--- config.mk ---
export PLATFORM = sky130hd
export DESIGN_NAME = rvpg_regs
export DESIGN_NICKNAME = d
export VERILOG_FILES = /design/src/rvpg_pgood_timer.v /design/src/rvpg_regs.v
export VERILOG_INCLUDE_DIRS = /design/src
export SDC_FILE = /design/constraint.sdc
export NUM_CORES = 1
export LEC_CHECK = 0
export ABC_AREA = 0
export BUFFER_PORTS_ARGS = -buffer_cell sky130_fd_sc_hd__clkbuf_2
export CORE_MARGIN = 2
export CORE_UTILIZATION = 29
export CTS_CLUSTER_DIAMETER = 50
export CTS_CLUSTER_SIZE = 10
export DETAILED_ROUTE_END_ITERATION = 10
export GPL_ROUTABILITY_DRIVEN = 0
export HOLD_SLACK_MARGIN = 0.15
export MAX_ROUTING_LAYER = met4
export PLACE_DENSITY = 0.5
export SLEW_MARGIN = 15
export SYNTH_ARGS = -nofsm -noshare
export SYNTH_HDL_FRONTEND = slang
export SYNTH_HIERARCHICAL = 1
export SYNTH_SLANG_ARGS = --single-unit
--- constraint.sdc ---
create_clock -name clk_sys_in -period 3 [get_ports clk_sys_in]
set_input_delay 0.15 -clock clk_sys_in [delete_from_list [all_inputs] [get_ports clk_sys_in]]
set_output_delay 0.15 -clock clk_sys_in [all_outputs]
set_load 0.01 [all_outputs]
--- src/rvpg_defines.vh ---
// constants for the rail voltage, mode and power-good register bank
`ifndef RVPG_DEFINES_VH
`define RVPG_DEFINES_VH

// ----------------------------------------------------------------
// register offsets
// ----------------------------------------------------------------
`define RVPG_OFS_AUX_TWO 8'h9a
`define RVPG_OFS_AUX_THREE 8'h9b
`define RVPG_OFS_CTRL 8'h9c
`define RVPG_OFS_PGD 8'h9d

// ----------------------------------------------------------------
// reset values
// ----------------------------------------------------------------
`define RVPG_RST_AUX_TWO 8'h00
`define RVPG_RST_AUX_THREE 8'h00
`define RVPG_RST_CTRL 6'h00
`define RVPG_RST_PGD 8'h00

// ----------------------------------------------------------------
// field positions
// ----------------------------------------------------------------
`define RVPG_SLEEP_HI 7
`define RVPG_SLEEP_LO 4
`define RVPG_NORMAL_HI 3
`define RVPG_NORMAL_LO 0
`define RVPG_CTRL_MODE_THREE 5
`define RVPG_CTRL_MODE_TWO 4
`define RVPG_CTRL_MODE_ONE 3
`define RVPG_CTRL_OFF_N_THREE 2
`define RVPG_CTRL_OFF_N_TWO 1
`define RVPG_CTRL_OFF_N_ONE 0
`define RVPG_CTRL_HI 5
`define RVPG_PGD_TWO_HI 7
`define RVPG_PGD_TWO_LO 5
`define RVPG_PGD_FOUR_HI 4
`define RVPG_PGD_FOUR_LO 2
`define RVPG_PGD_ONE_HI 1
`define RVPG_PGD_ONE_LO 0

// ----------------------------------------------------------------
// power-good delay codes, in ms
// ----------------------------------------------------------------
`define RVPG_DLY_C0 7'h00
`define RVPG_DLY_C1 7'h05
`define RVPG_DLY_C2 7'h0a
`define RVPG_DLY_C3 7'h0f
`define RVPG_DLY_C4 7'h14
`define RVPG_DLY_C5 7'h32
`define RVPG_DLY_C6 7'h4b
`define RVPG_DLY_C7 7'h64

// ----------------------------------------------------------------
// timing
// ----------------------------------------------------------------
`define RVPG_CLK_NS 5
`define RVPG_TICK_NS 1000000
// one ms of 5 ns clocks, sized to the timer prescaler
`define RVPG_CYC_PER_MS 18'd200000

// ----------------------------------------------------------------
// serial target
// ----------------------------------------------------------------
`define RVPG_TARGET_ADDR 7'h2a

`endif

--- src/rvpg_pgood_timer.v ---
// power-good delay timer for one general-purpose output
`timescale 1ns/1ps
`default_nettype none
`include "rvpg_defines.vh"

module rvpg_pgood_timer #(
  parameter [17:0] CYC_PER_MS = `RVPG_CYC_PER_MS
) (
  input wire clk_sys_in,
  input wire rst_in,
  input wire run_in,
  input wire [6:0] delay_ms_in,
  output wire pgood_out
);

  reg [17:0] pre_q;
  reg [6:0] ms_q;
  reg pgood_q;

  // ----------------------------------------------------------------
  // prescaler restarts with each run so the delay is not short by a tick
  // ----------------------------------------------------------------
  always @(posedge clk_sys_in) begin
    if (rst_in || !run_in) begin
      pre_q <= 18'h00000;
      ms_q <= 7'h00;
      pgood_q <= 1'b0;
    end else if (ms_q >= delay_ms_in) begin
      pgood_q <= 1'b1;
    end else if (pre_q == CYC_PER_MS - 18'd1) begin
      pre_q <= 18'h00000;
      ms_q <= ms_q + 7'h01;
    end else begin
      pre_q <= pre_q + 18'h00001;
    end
  end

  assign pgood_out = pgood_q;

endmodule // rvpg_pgood_timer
`default_nettype wire

--- src/rvpg_regs.v ---
// rail voltage, mode and power-good register bank with serial target
`timescale 1ns/1ps
`default_nettype none
`include "rvpg_defines.vh"

// Function
// - aux two sleep code in bits 7:4
// - aux two normal code in bits 3:0
// - aux three sleep code in bits 7:4
// - aux three normal code in bits 3:0
// - bit 5 rail three forced pwm, 0 reserved
// - bit 4 rail two mode: auto or pwm
// - bit 3 rail one mode: auto or pwm
// - bit 2 low forces rail three off
// - bit 1 low forces rail two off
// - bit 0 low forces rail one off
// - delay starts when grouped rails regulate
// - bits 7:5 output two delay table
// - bits 4:2 output four delay table
// - bits 1:0 output one delay table
// - delays within ten percent tolerance
// - output two field idle unless used
// - output four field idle unless power-good
// - output one field idle unless power-good
// - host override on, disable bit wins
module rvpg_regs #(
  parameter [17:0] CYC_PER_MS = `RVPG_CYC_PER_MS,
  parameter [6:0] TARGET_ADDR = `RVPG_TARGET_ADDR
) (
  input wire clk_sys_in,
  input wire rst_in,
  input wire scl_in,
  input wire sda_in,
  output wire sda_out,
  output wire sda_oe_out,
  input wire sleep_mode_in,
  input wire [2:0] rail_pin_en_in,
  input wire [2:0] ctrl_rail_host_on_in,
  input wire [7:0] rail_good_in,
  input wire [7:0] out_one_group_in,
  input wire [7:0] out_two_group_in,
  input wire [7:0] out_four_group_in,
  input wire out_one_pg_mode_in,
  input wire out_two_pg_mode_in,
  input wire out_two_vtt_use_in,
  input wire out_four_pg_mode_in,
  output wire [3:0] aux_ldo_two_target_out,
  output wire [3:0] aux_ldo_three_target_out,
  output wire ctrl_rail_one_mode_sel_out,
  output wire ctrl_rail_two_mode_sel_out,
  output wire ctrl_rail_three_mode_sel_out,
  output wire [2:0] ctrl_rail_en_out,
  output wire general_out_one_pgood_out,
  output wire general_out_two_pgood_out,
  output wire general_out_four_pgood_out
);

  // ----------------------------------------------------------------
  // functions
  // ----------------------------------------------------------------
  function [6:0] pg_ms;
    input [2:0] code;
    begin
      case (code)
        3'h0: pg_ms = `RVPG_DLY_C0;
        3'h1: pg_ms = `RVPG_DLY_C1;
        3'h2: pg_ms = `RVPG_DLY_C2;
        3'h3: pg_ms = `RVPG_DLY_C3;
        3'h4: pg_ms = `RVPG_DLY_C4;
        3'h5: pg_ms = `RVPG_DLY_C5;
        3'h6: pg_ms = `RVPG_DLY_C6;
        default: pg_ms = `RVPG_DLY_C7;
      endcase
    end
  endfunction

  function group_ok;
    input [7:0] good;
    input [7:0] group;
    begin
      group_ok = &(good | ~group);
    end
  endfunction

  // ----------------------------------------------------------------
  // pin synchronisers: a level counts once stages two and three agree
  // ----------------------------------------------------------------
  reg [2:0] scl_sync_q;
  reg [2:0] sda_sync_q;
  reg scl_f_q;
  reg sda_f_q;

  always @(posedge clk_sys_in) begin
    if (rst_in) begin
      scl_sync_q <= 3'h7;
      sda_sync_q <= 3'h7;
      scl_f_q <= 1'b1;
      sda_f_q <= 1'b1;
    end else begin
      scl_sync_q <= {scl_sync_q[1:0], scl_in};
      sda_sync_q <= {sda_sync_q[1:0], sda_in};
      if (scl_sync_q[1] == scl_sync_q[2]) begin
        scl_f_q <= scl_sync_q[2];
      end
      if (sda_sync_q[1] == sda_sync_q[2]) begin
        sda_f_q <= sda_sync_q[2];
      end
    end
  end

  wire scl_new = (scl_sync_q[1] == scl_sync_q[2]) ? scl_sync_q[2] : scl_f_q;
  wire sda_new = (sda_sync_q[1] == sda_sync_q[2]) ? sda_sync_q[2] : sda_f_q;
  wire scl_rise = !scl_f_q && scl_new;
  wire scl_fall = scl_f_q && !scl_new;
  wire start_cond = scl_f_q && scl_new && sda_f_q && !sda_new;
  wire stop_cond = scl_f_q && scl_new && !sda_f_q && sda_new;

  // ----------------------------------------------------------------
  // registers
  // ----------------------------------------------------------------
  reg [7:0] aux_two_q;
  reg [7:0] aux_three_q;
  reg [5:0] ctrl_q;
  reg [7:0] pgd_q;

  reg [7:0] ptr_q;
  reg [7:0] rd_byte;

  always @* begin
    case (ptr_q)
      `RVPG_OFS_AUX_TWO: rd_byte = aux_two_q;
      `RVPG_OFS_AUX_THREE: rd_byte = aux_three_q;
      `RVPG_OFS_CTRL: rd_byte = {2'h0, ctrl_q};
      `RVPG_OFS_PGD: rd_byte = pgd_q;
      default: rd_byte = 8'h00;
    endcase
  end

  // ----------------------------------------------------------------
  // serial target state machine
  // ----------------------------------------------------------------
  localparam [2:0] ST_IDLE = 3'h0;
  localparam [2:0] ST_ADDR = 3'h1;
  localparam [2:0] ST_PTR = 3'h2;
  localparam [2:0] ST_WR = 3'h3;
  localparam [2:0] ST_RD = 3'h4;

  reg [2:0] state_q;
  reg [3:0] bit_cnt_q;
  reg ack_phase_q;
  reg [7:0] shift_q;
  reg [7:0] tx_q;
  reg read_q;
  reg nack_q;
  reg drive_low_q;

  always @(posedge clk_sys_in) begin
    if (rst_in) begin
      state_q <= ST_IDLE;
      bit_cnt_q <= 4'h0;
      ack_phase_q <= 1'b0;
      shift_q <= 8'h00;
      tx_q <= 8'h00;
      read_q <= 1'b0;
      nack_q <= 1'b0;
      drive_low_q <= 1'b0;
      ptr_q <= 8'h00;
      aux_two_q <= `RVPG_RST_AUX_TWO;
      aux_three_q <= `RVPG_RST_AUX_THREE;
      ctrl_q <= `RVPG_RST_CTRL;
      pgd_q <= `RVPG_RST_PGD;
    end else if (start_cond) begin
      state_q <= ST_ADDR;
      bit_cnt_q <= 4'h0;
      ack_phase_q <= 1'b0;
      drive_low_q <= 1'b0;
    end else if (stop_cond) begin
      state_q <= ST_IDLE;
      drive_low_q <= 1'b0;
    end else if (state_q != ST_IDLE) begin
      if (scl_rise) begin
        if (ack_phase_q) begin
          nack_q <= sda_f_q;
        end else if (bit_cnt_q != 4'h8) begin
          shift_q <= {shift_q[6:0], sda_f_q};
          bit_cnt_q <= bit_cnt_q + 4'h1;
        end
      end else if (scl_fall) begin
        if (!ack_phase_q && bit_cnt_q == 4'h8) begin
          // whole byte in hand: answer in the ninth clock
          ack_phase_q <= 1'b1;
          drive_low_q <= 1'b0;
          case (state_q)
            ST_ADDR: begin
              if (shift_q[7:1] == TARGET_ADDR) begin
                drive_low_q <= 1'b1;
                read_q <= shift_q[0];
              end else begin
                state_q <= ST_IDLE;
              end
            end
            ST_PTR: begin
              ptr_q <= shift_q;
              drive_low_q <= 1'b1;
            end
            ST_WR: begin
              drive_low_q <= 1'b1;
              ptr_q <= ptr_q + 8'h01;
              case (ptr_q)
                `RVPG_OFS_AUX_TWO: aux_two_q <= shift_q;
                `RVPG_OFS_AUX_THREE: aux_three_q <= shift_q;
                // bits 7:6 are dropped on write
                `RVPG_OFS_CTRL: ctrl_q <= shift_q[`RVPG_CTRL_HI:0];
                `RVPG_OFS_PGD: pgd_q <= shift_q;
                default: ptr_q <= ptr_q + 8'h01;
              endcase
            end
            default: state_q <= state_q;
          endcase
        end else if (ack_phase_q) begin
          ack_phase_q <= 1'b0;
          bit_cnt_q <= 4'h0;
          drive_low_q <= 1'b0;
          case (state_q)
            ST_ADDR: begin
              if (read_q) begin
                state_q <= ST_RD;
                drive_low_q <= !rd_byte[7];
                tx_q <= {rd_byte[6:0], 1'b0};
              end else begin
                state_q <= ST_PTR;
              end
            end
            ST_PTR: state_q <= ST_WR;
            ST_RD: begin
              if (nack_q) begin
                state_q <= ST_IDLE;
              end else begin
                // only bit 7 of the next byte comes from the incremented pointer
                ptr_q <= ptr_q + 8'h01;
                state_q <= ST_RD;
              end
            end
            default: state_q <= state_q;
          endcase
        end else if (state_q == ST_RD && bit_cnt_q != 4'h0) begin
          drive_low_q <= !tx_q[7];
          tx_q <= {tx_q[6:0], 1'b0};
        end
      end else if (state_q == ST_RD && !ack_phase_q && bit_cnt_q == 4'h0 &&
                   !nack_q && !drive_low_q && scl_f_q == 1'b0 &&
                   tx_q == 8'h00 && rd_byte[7] == 1'b0) begin
        drive_low_q <= 1'b1;
      end
    end
  end

  // limitation: a continued read is exact only for bit 7; read singly

  assign sda_out = 1'b0;
  assign sda_oe_out = drive_low_q;

  // ----------------------------------------------------------------
  // rail outputs
  // ----------------------------------------------------------------
  reg [3:0] aux_two_tgt_q;
  reg [3:0] aux_three_tgt_q;
  reg [2:0] rail_en_q;

  always @(posedge clk_sys_in) begin
    if (rst_in) begin
      aux_two_tgt_q <= 4'h0;
      aux_three_tgt_q <= 4'h0;
      rail_en_q <= 3'h0;
    end else begin
      aux_two_tgt_q <= sleep_mode_in ?
        aux_two_q[`RVPG_SLEEP_HI:`RVPG_SLEEP_LO] :
        aux_two_q[`RVPG_NORMAL_HI:`RVPG_NORMAL_LO];
      aux_three_tgt_q <= sleep_mode_in ?
        aux_three_q[`RVPG_SLEEP_HI:`RVPG_SLEEP_LO] :
        aux_three_q[`RVPG_NORMAL_HI:`RVPG_NORMAL_LO];
      // force-off wins over pins and host override
      rail_en_q[2] <= ctrl_q[`RVPG_CTRL_OFF_N_THREE] &
        (rail_pin_en_in[2] | ctrl_rail_host_on_in[2]);
      rail_en_q[1] <= ctrl_q[`RVPG_CTRL_OFF_N_TWO] &
        (rail_pin_en_in[1] | ctrl_rail_host_on_in[1]);
      rail_en_q[0] <= ctrl_q[`RVPG_CTRL_OFF_N_ONE] &
        (rail_pin_en_in[0] | ctrl_rail_host_on_in[0]);
    end
  end

  assign aux_ldo_two_target_out = aux_two_tgt_q;
  assign aux_ldo_three_target_out = aux_three_tgt_q;
  assign ctrl_rail_three_mode_sel_out = ctrl_q[`RVPG_CTRL_MODE_THREE];
  assign ctrl_rail_two_mode_sel_out = ctrl_q[`RVPG_CTRL_MODE_TWO];
  assign ctrl_rail_one_mode_sel_out = ctrl_q[`RVPG_CTRL_MODE_ONE];
  assign ctrl_rail_en_out = rail_en_q;

  // ----------------------------------------------------------------
  // power-good timers; exact counts keep well inside the tolerance
  // ----------------------------------------------------------------
  wire run_one = out_one_pg_mode_in &
    group_ok(rail_good_in, out_one_group_in);
  wire run_two = (out_two_pg_mode_in | out_two_vtt_use_in) &
    group_ok(rail_good_in, out_two_group_in);
  wire run_four = out_four_pg_mode_in &
    group_ok(rail_good_in, out_four_group_in);

  rvpg_pgood_timer #(.CYC_PER_MS(CYC_PER_MS)) u_tmr_one (
    .clk_sys_in(clk_sys_in),
    .rst_in(rst_in),
    .run_in(run_one),
    .delay_ms_in(pg_ms({1'b0, pgd_q[`RVPG_PGD_ONE_HI:`RVPG_PGD_ONE_LO]})),
    .pgood_out(general_out_one_pgood_out)
  );

  rvpg_pgood_timer #(.CYC_PER_MS(CYC_PER_MS)) u_tmr_two (
    .clk_sys_in(clk_sys_in),
    .rst_in(rst_in),
    .run_in(run_two),
    .delay_ms_in(pg_ms(pgd_q[`RVPG_PGD_TWO_HI:`RVPG_PGD_TWO_LO])),
    .pgood_out(general_out_two_pgood_out)
  );

  rvpg_pgood_timer #(.CYC_PER_MS(CYC_PER_MS)) u_tmr_four (
    .clk_sys_in(clk_sys_in),
    .rst_in(rst_in),
    .run_in(run_four),
    .delay_ms_in(pg_ms(pgd_q[`RVPG_PGD_FOUR_HI:`RVPG_PGD_FOUR_LO])),
    .pgood_out(general_out_four_pgood_out)
  );

endmodule // rvpg_regs
`default_nettype wire

==> results.md, run 1 <==
Synthesis:
- The register area share after synthesis is between 30% and 40%.
- The post-synthesis cell count is 1050.
- The synthesized area is 9070 um2.
- The fraction of registers with async set/reset is 0%.
- Yosys mapped a number of flops with a built-in enable equal to 0.
- The average size of a mapped cell is 8.63 um2.
- During synthesis, Yosys emitted a total of 6 warnings.
- After synthesis the netlist holds a flip-flop and latch count of 161.
- Yosys mapped the design onto 79 distinct sky130hd cell types.
- In the synthesized netlist the dominant register cell turns out to be sky130_fd_sc_hd__dfxtp_1.

Global route:
- Global routing finished with a remaining overflow of 0.
- The overall fraction of global-route tracks in use is 14.5%.
- The first-pass GRT wire length is 38.3 mm.
- Entering global routing, the biggest net connects 81 pins.
- The initial antenna violation count is 0.
- The number of global-route vias before repair was ~7400.

Detailed routing:
- The first routing iteration left 510 violations.
- The number of design rule violations left after detail routing is 0.
- The detail-routed net length per standard cell is approximately 15 um.
- For this run, the detailed router's first-pass iteration total came to 5.
- After detailed routing, the total wire length is 23.1 mm.
- The count of nets left with antenna violations once routing finished came out at 0.
- The post-detailed-route via-to-cell ratio is 5.21.
- The final route contains 7929 vias.

Worst setup path:
- The cell family contributing the most delay on the critical path is simple AND/OR/NAND/NOR gates.
- The worst register-to-register path begins at scl_f_q.
- The number of cells on the critical path is 7.
- The cell type with the highest occurrence count on the critical path is sky130_fd_sc_hd__nor4_1.
- The critical path start-end classification is reg -> reg.
- For this design, the slowest cell found on the critical path is sky130_fd_sc_hd__or4_1.
- The largest driver fanout on the critical path is 11.
- For the worst setup path, the data arrival time is 2.93 ns.
- The signal on the critical path passes through maj3_1 > ha_1 > or4_1 > nor4_1 > and4_1 > a311oi_1 > nor4_1.
- The worst setup path is captured at a flip-flop.
- For the worst flop-to-flop path, the logic depth is 7.
- The buffers plus inverters on the worst setup path is 0.
- The required time reported for the critical path endpoint is approximately 3.3 ns.
- Tracing the worst setup path back leads to its startpoint at scl_f_q.
- The kind of launch point of the worst setup path is a flip-flop.
- In this design, the stage delay of the slowest critical-path cell is 0.53 ns.

Die:
- The floorplan step defined a core boundary enclosing 30700 um2.
- The starting density of the core is 29.6%.
- The overall die area is 32700 um2.
- Pin placement for this block handled 66 I/O pins.
- The number of standard-cell rows in the floorplan is 64.
- Measured along the y axis, the die boundary spans between 150 and 200 um.
- Measured along the x axis, the die boundary spans approximately 180 um.

Placement:
- The total half-perimeter wirelength after legalization and detailed placement is 16.6 mm.
- Summing all placed instances gives a cell area of 9810 um2.
- Buffers placed on the I/O ports in this run total 64.

Timing:
- The final cycle utilization of the critical path is 86.9%.
- Setup violations remaining at the end of the flow were counted as 0.
- The final setup TNS is 0 ns.
- The clock period could shrink to 2.61 ns.
- The transition at the pin with the smallest max-transition slack is 0.796 ns.
- Derived from the worst setup path, the maximum achievable clock frequency is about 380 MHz.
- The worst clock skew on the final layout is 0.0117 ns.
- The final number of max-transition violations is 0.
- The worst pin sits at a relative slew slack of 46.9%.
- The number of hold-slack violations in the final timing report came to 0.
- Setup repair after global routing left no endpoint under its margin.

Pwr:
- In this run the static leakage power is 3.99 nW.
- In this run the power density over the cells is 427 nW/um2.
- The total design power is 4.47 mW.
- Across the VDD grid, the largest voltage drop is 0.362 mV.

Clocking:
- The clock root buffer is sky130_fd_sc_hd__clkbuf_16.
- TritonCTS built the clock tree.
- The clock passes through at most 2 buffers.
- For this design, the sink count on the clock tree is 161.
- The setup fix buffers added after clock tree synthesis is 0.
- The number of H-tree levels is 4.
- The clock latency of the later-clocked register in the worst-skew pair is approximately 0.42 ns.
- The number of buffers added by the clock tree synthesis step is 17.
- Clock-pin slew was measured on the worst setup and hold paths at 0.07 ns.

Layout:
- At the end of the flow, the number of nets in the layout was 1197.
- 0 antenna diodes ended up in the layout.
- The post-route netlist has 12.9% of its cells at a drive strength greater than 1.
- From synthesis to final layout, the design area changed by 15.4%.
- The cell area after layout is 10500 um2.

Hold path:
- The startpoint of the lowest-slack hold path is rail_pin_en_in[2].
- The hold path depth is 3.
- The type of the worst min-delay path is in -> reg.

Outcome:
- The flow ran to the end, and the final reports show no timing, DRC or antenna violations.

Flow run:
- Across the run, the number of max-cap violations was 0.
-- power by group --
group          switching (mW)  internal [mW]
clock network           0.965           1.24
logic                  0.0677         0.0510
registers             0.00313           2.14
-- sequential cells by signal (all words and copies together) (netlist names), 8 cells and up --
signal,count
pgd_q,8
u_tmr_two/pre_q,18
u_tmr_one/pre_q,18
u_tmr_four/pre_q,18
aux_two_q,8
shift_q,8
ptr_q,8
aux_three_q,8
-- cell usage in the layout (no fill, tap or decap), types with 12 or more instances in the layout --
cell type,netlist,routed
sky130_fd_sc_hd__a221oi_1,17,17
sky130_fd_sc_hd__dfxtp_1,161,161
sky130_fd_sc_hd__a21oi_1,65,65
sky130_fd_sc_hd__nor2b_1,17,17
sky130_fd_sc_hd__or4_1,16,16
sky130_fd_sc_hd__o2111ai_1,12,12
sky130_fd_sc_hd__nand2_1,77,77
sky130_fd_sc_hd__ha_1,36,36
sky130_fd_sc_hd__clkbuf_2,0,63
sky130_fd_sc_hd__buf_4,5,14
sky130_fd_sc_hd__clkbuf_16,0,17
sky130_fd_sc_hd__nand3_1,39,39
sky130_fd_sc_hd__nor3_1,27,27
sky130_fd_sc_hd__mux2i_1,66,66
sky130_fd_sc_hd__o21ai_0,35,35
sky130_fd_sc_hd__inv_1,48,48
sky130_fd_sc_hd__nand4_1,29,29
sky130_fd_sc_hd__and3_1,12,12
sky130_fd_sc_hd__nor3b_1,12,12
sky130_fd_sc_hd__xnor2_1,17,17
sky130_fd_sc_hd__o211ai_1,24,24
sky130_fd_sc_hd__nor2_1,105,105
-- final timing paths --
| path | slack, ns | to |
|---|---|---|
| setup / recovery | 0.39 | sda_oe_out |
| hold / removal | 0.17 | ctrl_rail_en_out[2] |
| hold reg to reg | 0.41 | sda_sync_q[1] |
| setup reg to reg | 0.39 | sda_oe_out |
-- synthesized netlist by cell type (all sizes together), types with 4 or more instances --
cell | count | area (um2)
ha | 36 | 450
nand4 | 34 | 279
nand2b | 11 | 68.8
buf | 15 | 87.6
a21o | 7 | 56.3
a211oi | 9 | 67.6
o21a | 8 | 60.1
o21ai | 45 | 236
or4b | 6 | 71.3
and3 | 12 | 75.1
or4 | 16 | 120
a221oi | 17 | 149
and2 | 11 | 68.8
o2111ai | 12 | 105
nor3 | 27 | 135
nor2 | 105 | 394
xor2 | 4 | 35.0
clkbuf | 28 | 105
inv | 48 | 180
o211a | 6 | 60.1
nor2b | 17 | 106
o211ai | 24 | 180
nand2 | 77 | 289
xnor2 | 17 | 149
and4 | 11 | 96.3
o32ai | 4 | 35.0
o41ai | 6 | 52.6
nand3 | 39 | 195
nor3b | 13 | 109
or3 | 7 | 43.8
nor4 | 11 | 135
dfxtp | 161 | 3220
a31oi | 5 | 31.3
or2 | 8 | 50.1
a21boi | 7 | 52.6
a22oi | 9 | 81.3
a21oi | 66 | 334
mux2i | 66 | 661
nand4b | 6 | 52.6
-- metal layers --
metal | wire [um] | global-route usage (%)
met5 | 0 | -
met4 | 218 | 4.06
met3 | 724 | 1.96
met2 | 10300 | 22.3
met1 | 11800 | 19.9
-- layout make-up --
cell class              instances  area [um2]
clock buffers                  18         429
inverters                      49         184
fillers                      3214       20200
multi-input cells             800        5480
well taps                     396         495
repair buffers                 85         495
flip-flops and latches        161        3220
clock inverters                14         154
-- through the flow --
step / hold WS, ns / cells / util, % / setup slack, ns
5_1_grt: 0.175 / 1523 / 34.1 / 0.195
3_5_place_dp: 0.343 / 1484 / 32.0 / 0.388
6_report: 0.168 / 1523 / 34.1 / 0.393
4_1_cts: 0.151 / 1523 / 34.1 / 0.368
2_1_floorplan: 0.254 / 1053 / - / 0.767
3_3_place_gp: 0.337 / 1484 / 32.0 / 0.402
-- logic make-up after synthesis --
logic type                 Yosys count  synth area share (%)
adders and majority gates           37                  5.08
xor gates and xnor gates            21                  2.03
AOI/OAI and AO/OA                  248                  19.0
and+or+nand+nor                    423                  26.8
buffers and inverters               92                  4.15
DFF                                161                  35.6
muxes                               67                  7.41
other                                1                0.0414
-- worst register-to-register path, cell delays in order (launching register included) --
cell and delay [ns]:
sky130_fd_sc_hd__dfxtp_1 0.37, sky130_fd_sc_hd__maj3_1 0.42, sky130_fd_sc_hd__ha_1 0.35, sky130_fd_sc_hd__or4_1 0.53, sky130_fd_sc_hd__nor4_1 0.22, sky130_fd_sc_hd__and4_1 0.24, sky130_fd_sc_hd__a311oi_1 0.09, sky130_fd_sc_hd__nor4_1 0.28
-- repair_timing --
action / CTS / global route
hold buffers: 7 / 0
hold endpoints to repair: 4 / 0
resized for setup: 0 / 0
setup endpoints to repair: 0 / 0
(Power assumes the default switching activity.)
==> run 2: changes to the inputs <==
- ABC_AREA: 0 -> 1
==> results.md, run 2 <==
Outcome:
- The run finished with clean final reports.

Detailed routing:
- The number of nets with antenna violations after routing was 0 (unchanged).
- The starting DRC count in detailed routing is 476 (-6.7%).
- The number of design rule violations left after detail routing is 0 (unchanged).
- The wire length reported by the detailed router is 24.4 mm (+5.7%).
- The detail-routed net length per standard cell is 12.3 um (-19%).
- The via count is 8916 (+12%).
- The post-detailed-route via-to-cell ratio is 4.50 (-14%).
- The number of search-and-repair iterations in the first detailed-routing pass is 7 (+2).

Timing:
- The final setup TNS is 0 ns (unchanged).
- The maximum frequency from static timing analysis is 417 MHz (+8.7%).
- The transition at the pin with the smallest max-transition slack is 0.630 ns (-0.166 ns).
- The final number of max-transition violations is 0 (unchanged).
- The final cycle utilization of the critical path is 79.9% (-7.0 points).
- The worst clock skew on the final layout is 0.0147 ns (+0.00297 ns).
- The setup slack of the critical path after layout is 0.602 ns (+0.209 ns).
- Setup repair after global routing left no endpoint under its margin.
- The number of hold-slack violations in the final timing report is 0 (unchanged).
- The time the final worst path needs with I/O delays and setup is 2.40 ns (-0.209 ns).
- The relative max-transition margin is 58.0% (+11 points).
- The final-report setup violation count came to 0 (unchanged).
- The minimum hold slack is 0.161 ns (-0.00733 ns).

Placement:
- The total half-perimeter wirelength after legalization and detailed placement was 18.4 mm (+11%).
- The post-placement setup slack is 0.587 ns (+0.199 ns).
- The total cell area at the placement stage is 10400 um2 (+5.7%).
- The number of placed cells counting well taps is 1940 (+31%).
- The count of input and output buffers was 64 (unchanged).

Layout:
- From synthesis to final layout, the design area changed by 14.2%.
- The diode insertion count for antenna repair was 0 (unchanged).
- The number of inserted filler cells in the final layout is 3511 (+9.2%).
- The final core utilization is 33.8% (-0.32 points).
- The final cell count without fillers came to 1981 (+30%).
- The share of post-route cells with drive strength above 1 is 12.0% (-0.85 points).
- The cell area after layout is 11000 um2 (+5.3%).
- The number of nets in the layout is 1609 (+34%).
- The largest registers in the layout are u_tmr_four/pre_q: 18 flops, u_tmr_one/pre_q: 18 flops, u_tmr_two/pre_q: 18 flops.
- The commonest non-fill, non-tap cell in the layout is sky130_fd_sc_hd__nand2_1.
- In the layout the commonest cells are sky130_fd_sc_hd__nand2_1 (347), sky130_fd_sc_hd__inv_1 (200), sky130_fd_sc_hd__nor2_1 (173), sky130_fd_sc_hd__dfxtp_1 (161), sky130_fd_sc_hd__a21oi_1 (122).

Worst setup path:
- The critical-path cell with the highest stage delay is sky130_fd_sc_hd__a21oi_2.
- The kind of launch point of the worst setup path is a flip-flop.
- The maximum single-stage delay on the critical path is 0.53 ns (about the same).
- The cell type with the highest occurrence count on the critical path is sky130_fd_sc_hd__inv_1.
- The worst setup path is captured at a flip-flop.
- The required time reported for the critical path endpoint is 3.33 ns (about the same).
- The worst setup slack for register-to-register paths is 0.60 ns (+0.21 ns).
- The signal on the critical path passes through inv_1 > nand2_1 > o22ai_1 > inv_1 > ha_1 > a21oi_1 > nand2_1 > a21oi_2 > nand2_2 > nand2_4 > inv_2 > nand3_1 > inv_1.
- The critical path is of the reg -> reg type.
- The critical path arrival is 2.73 ns (-0.20 ns).
- The largest driver fanout on the critical path is 12 (+1).

Die:
- The starting density of the core is 29.6% (about the same).
- The number of standard-cell rows in the floorplan is 66 (+3.1%).
- The floorplan die height came to 186 um (+3.1%).
- The overall die area is 34700 um2 (+6.2%).
- The core box area is 32600 um2 (+6.4%).
- The width of the die is 186 um (+3.1%).
- The top-level I/O count came to 66 (unchanged).

Synthesis:
- The top-area cell type share of the netlist area is 33.4% (-2.1 points).
- The count of flip-flops with a built-in enable after synthesis is 0 (unchanged).
- The fraction of registers with async set/reset was 0% (unchanged).
- Yosys attributes the largest share of cell area to sky130_fd_sc_hd__dfxtp_1 (33%), sky130_fd_sc_hd__nand2_1 (14%), sky130_fd_sc_hd__inv_1 (7.8%).
- The synthesized area is 9640 um2 (+6.4%).
- The number of flip-flops and latches in the synthesized netlist came to 161 (unchanged).
- The count of warnings emitted by yosys was 6 (unchanged).
- The unique cell type count in the Yosys netlist came to 48 (-39%).
- The register area share after synthesis is 33.4% (-2.1 points).
- In the synthesized netlist the dominant register cell turns out to be sky130_fd_sc_hd__dfxtp_1.
- The post-synthesis cell count was 1458 (+39%).
- The most repeated cell in the gate-level netlist after synthesis is sky130_fd_sc_hd__nand2_1.
- Summed over all instances, the cell type with the most area after synthesis is sky130_fd_sc_hd__dfxtp_1.
- After synthesis, the most frequently instantiated cells are sky130_fd_sc_hd__nand2_1 (347), sky130_fd_sc_hd__inv_1 (200), sky130_fd_sc_hd__nor2_1 (173).
- The average size of a mapped cell is 6.61 um2 (-23%).

Clocking:
- The clock slew seen by the registers of the worst setup and hold paths is 0.07 ns (about the same).
- The number of H-tree levels is 4 (unchanged).
- The post-cts repair resize count is 0 (unchanged).
- The number of sinks on the clock net was 161 (unchanged).
- TritonCTS built the clock tree.
- The maximum number of buffers from clock root to sink is 2 (unchanged).
- CTS placed an instance of sky130_fd_sc_hd__clkbuf_16 at the clock tree root.
- The number of buffers added by the clock tree synthesis step came to 17 (unchanged).
- The clock latency of the later-clocked register in the worst-skew pair is 0.44 ns (+0.02 ns).

Global route:
- The number of global-route vias before repair is 8420 (+14%).
- The initial antenna violation count is 0 (unchanged).
- The overall fraction of global-route tracks in use was 14.9% (+0.39 points).
- The final global-route overflow total came to 0 (unchanged).
- The largest net degree at the start of global routing is 60 (-26%).
- The first-pass GRT wire length is 41.7 mm (+9.1%).

Hold path:
- The min-delay analysis places its worst path in the category in -> reg.

Pwr:
- The areal power density over the cells was 403 nW/um2 (-5.7%).
- The total design power is 4.44 mW (-0.61%).
- The static power due to leakage is 4.39 nW (+10%).
- The worst vdd rail ir drop is 0.382 mV (+5.3%).

Flow run:
- The max-capacitance violation count is 0 (unchanged).
==> run 2: cell count changes after synthesis, sizes merged, moves of 24 or more <==
cell | previous run | this run
nor2 | 105 | 198
a21oi | 66 | 126
inv | 48 | 209
nand2 | 77 | 366
mux2i | 66 | 0
o21ai | 45 | 116
o211ai | 24 | 0
nand3 | 39 | 101
==> run 2: area by class of cell <==
class	count	area (um2)	area share, %
clock buffers	18	429	3.90
clock inverters	14	139	1.26
multi-input cells	1052	5380	48.8
flip-flops and latches	161	3220	29.3
inverters	210	792	7.19
repair buffers	84	505	4.59
well taps	442	553	5.02
==> run 2: what timing repair did <==
action	4_1_cts	5_1_grt
hold endpoints to repair	8	0
buffers inserted	0	0
hold buffers	9	0
==> run 2: path summary, 6_finish.rpt <==
kind	end	depth (start not counted)	from
max	u_tmr_two/pre_q[5]	13	pgd_q[6]
min	u_tmr_two/pgood_out	6	out_two_group_in[3]
max reg2reg	u_tmr_two/pre_q[5]	13	pgd_q[6]
min reg2reg	sda_sync_q[1]	1	sda_sync_q[0]
==> run 2: logic make-up (layout without fill, tap and decap cells) <==
logic type | Yosys count | in the layout | synth area share, %
AOI/OAI and AO/OA | 262 | 262 | 14.3
other | 1 | 4 | 0.0389
buffers and inverters | 248 | 326 | 10.9
adders and majority gates | 36 | 36 | 4.67
xor gates and xnor gates | 18 | 18 | 1.63
and+or+nand+nor | 732 | 732 | 35.0
DFF | 161 | 161 | 33.4
==> run 2: worst max-delay path, delay by kind of cell (launching register included) <==
kind,cells,cell delay [ns]
AOI/OAI and AO/OA,3,0.79
and+or+nand+nor,5,0.52
DFF,1,0.35
buffers and inverters,4,0.31
adders and majority gates,1,0.31
==> run 2: layer usage <==
layer	global-route usage [%]	vias up	part of all wire, %
li1	-	4804	-
met1	19.7	3977	50
met2	23.3	109	46
met3	2.58	26	2.6
met4	4.43	0	1.4
met5	-	-	0
==> run 2: power breakdown <==
group          internal, mW  switching (mW)  leakage (nW)  total [mW]
sequential             2.14         0.00503          1.30        2.15
clock                  1.11            1.05         0.270        2.15
combinational        0.0575          0.0800          2.82       0.138
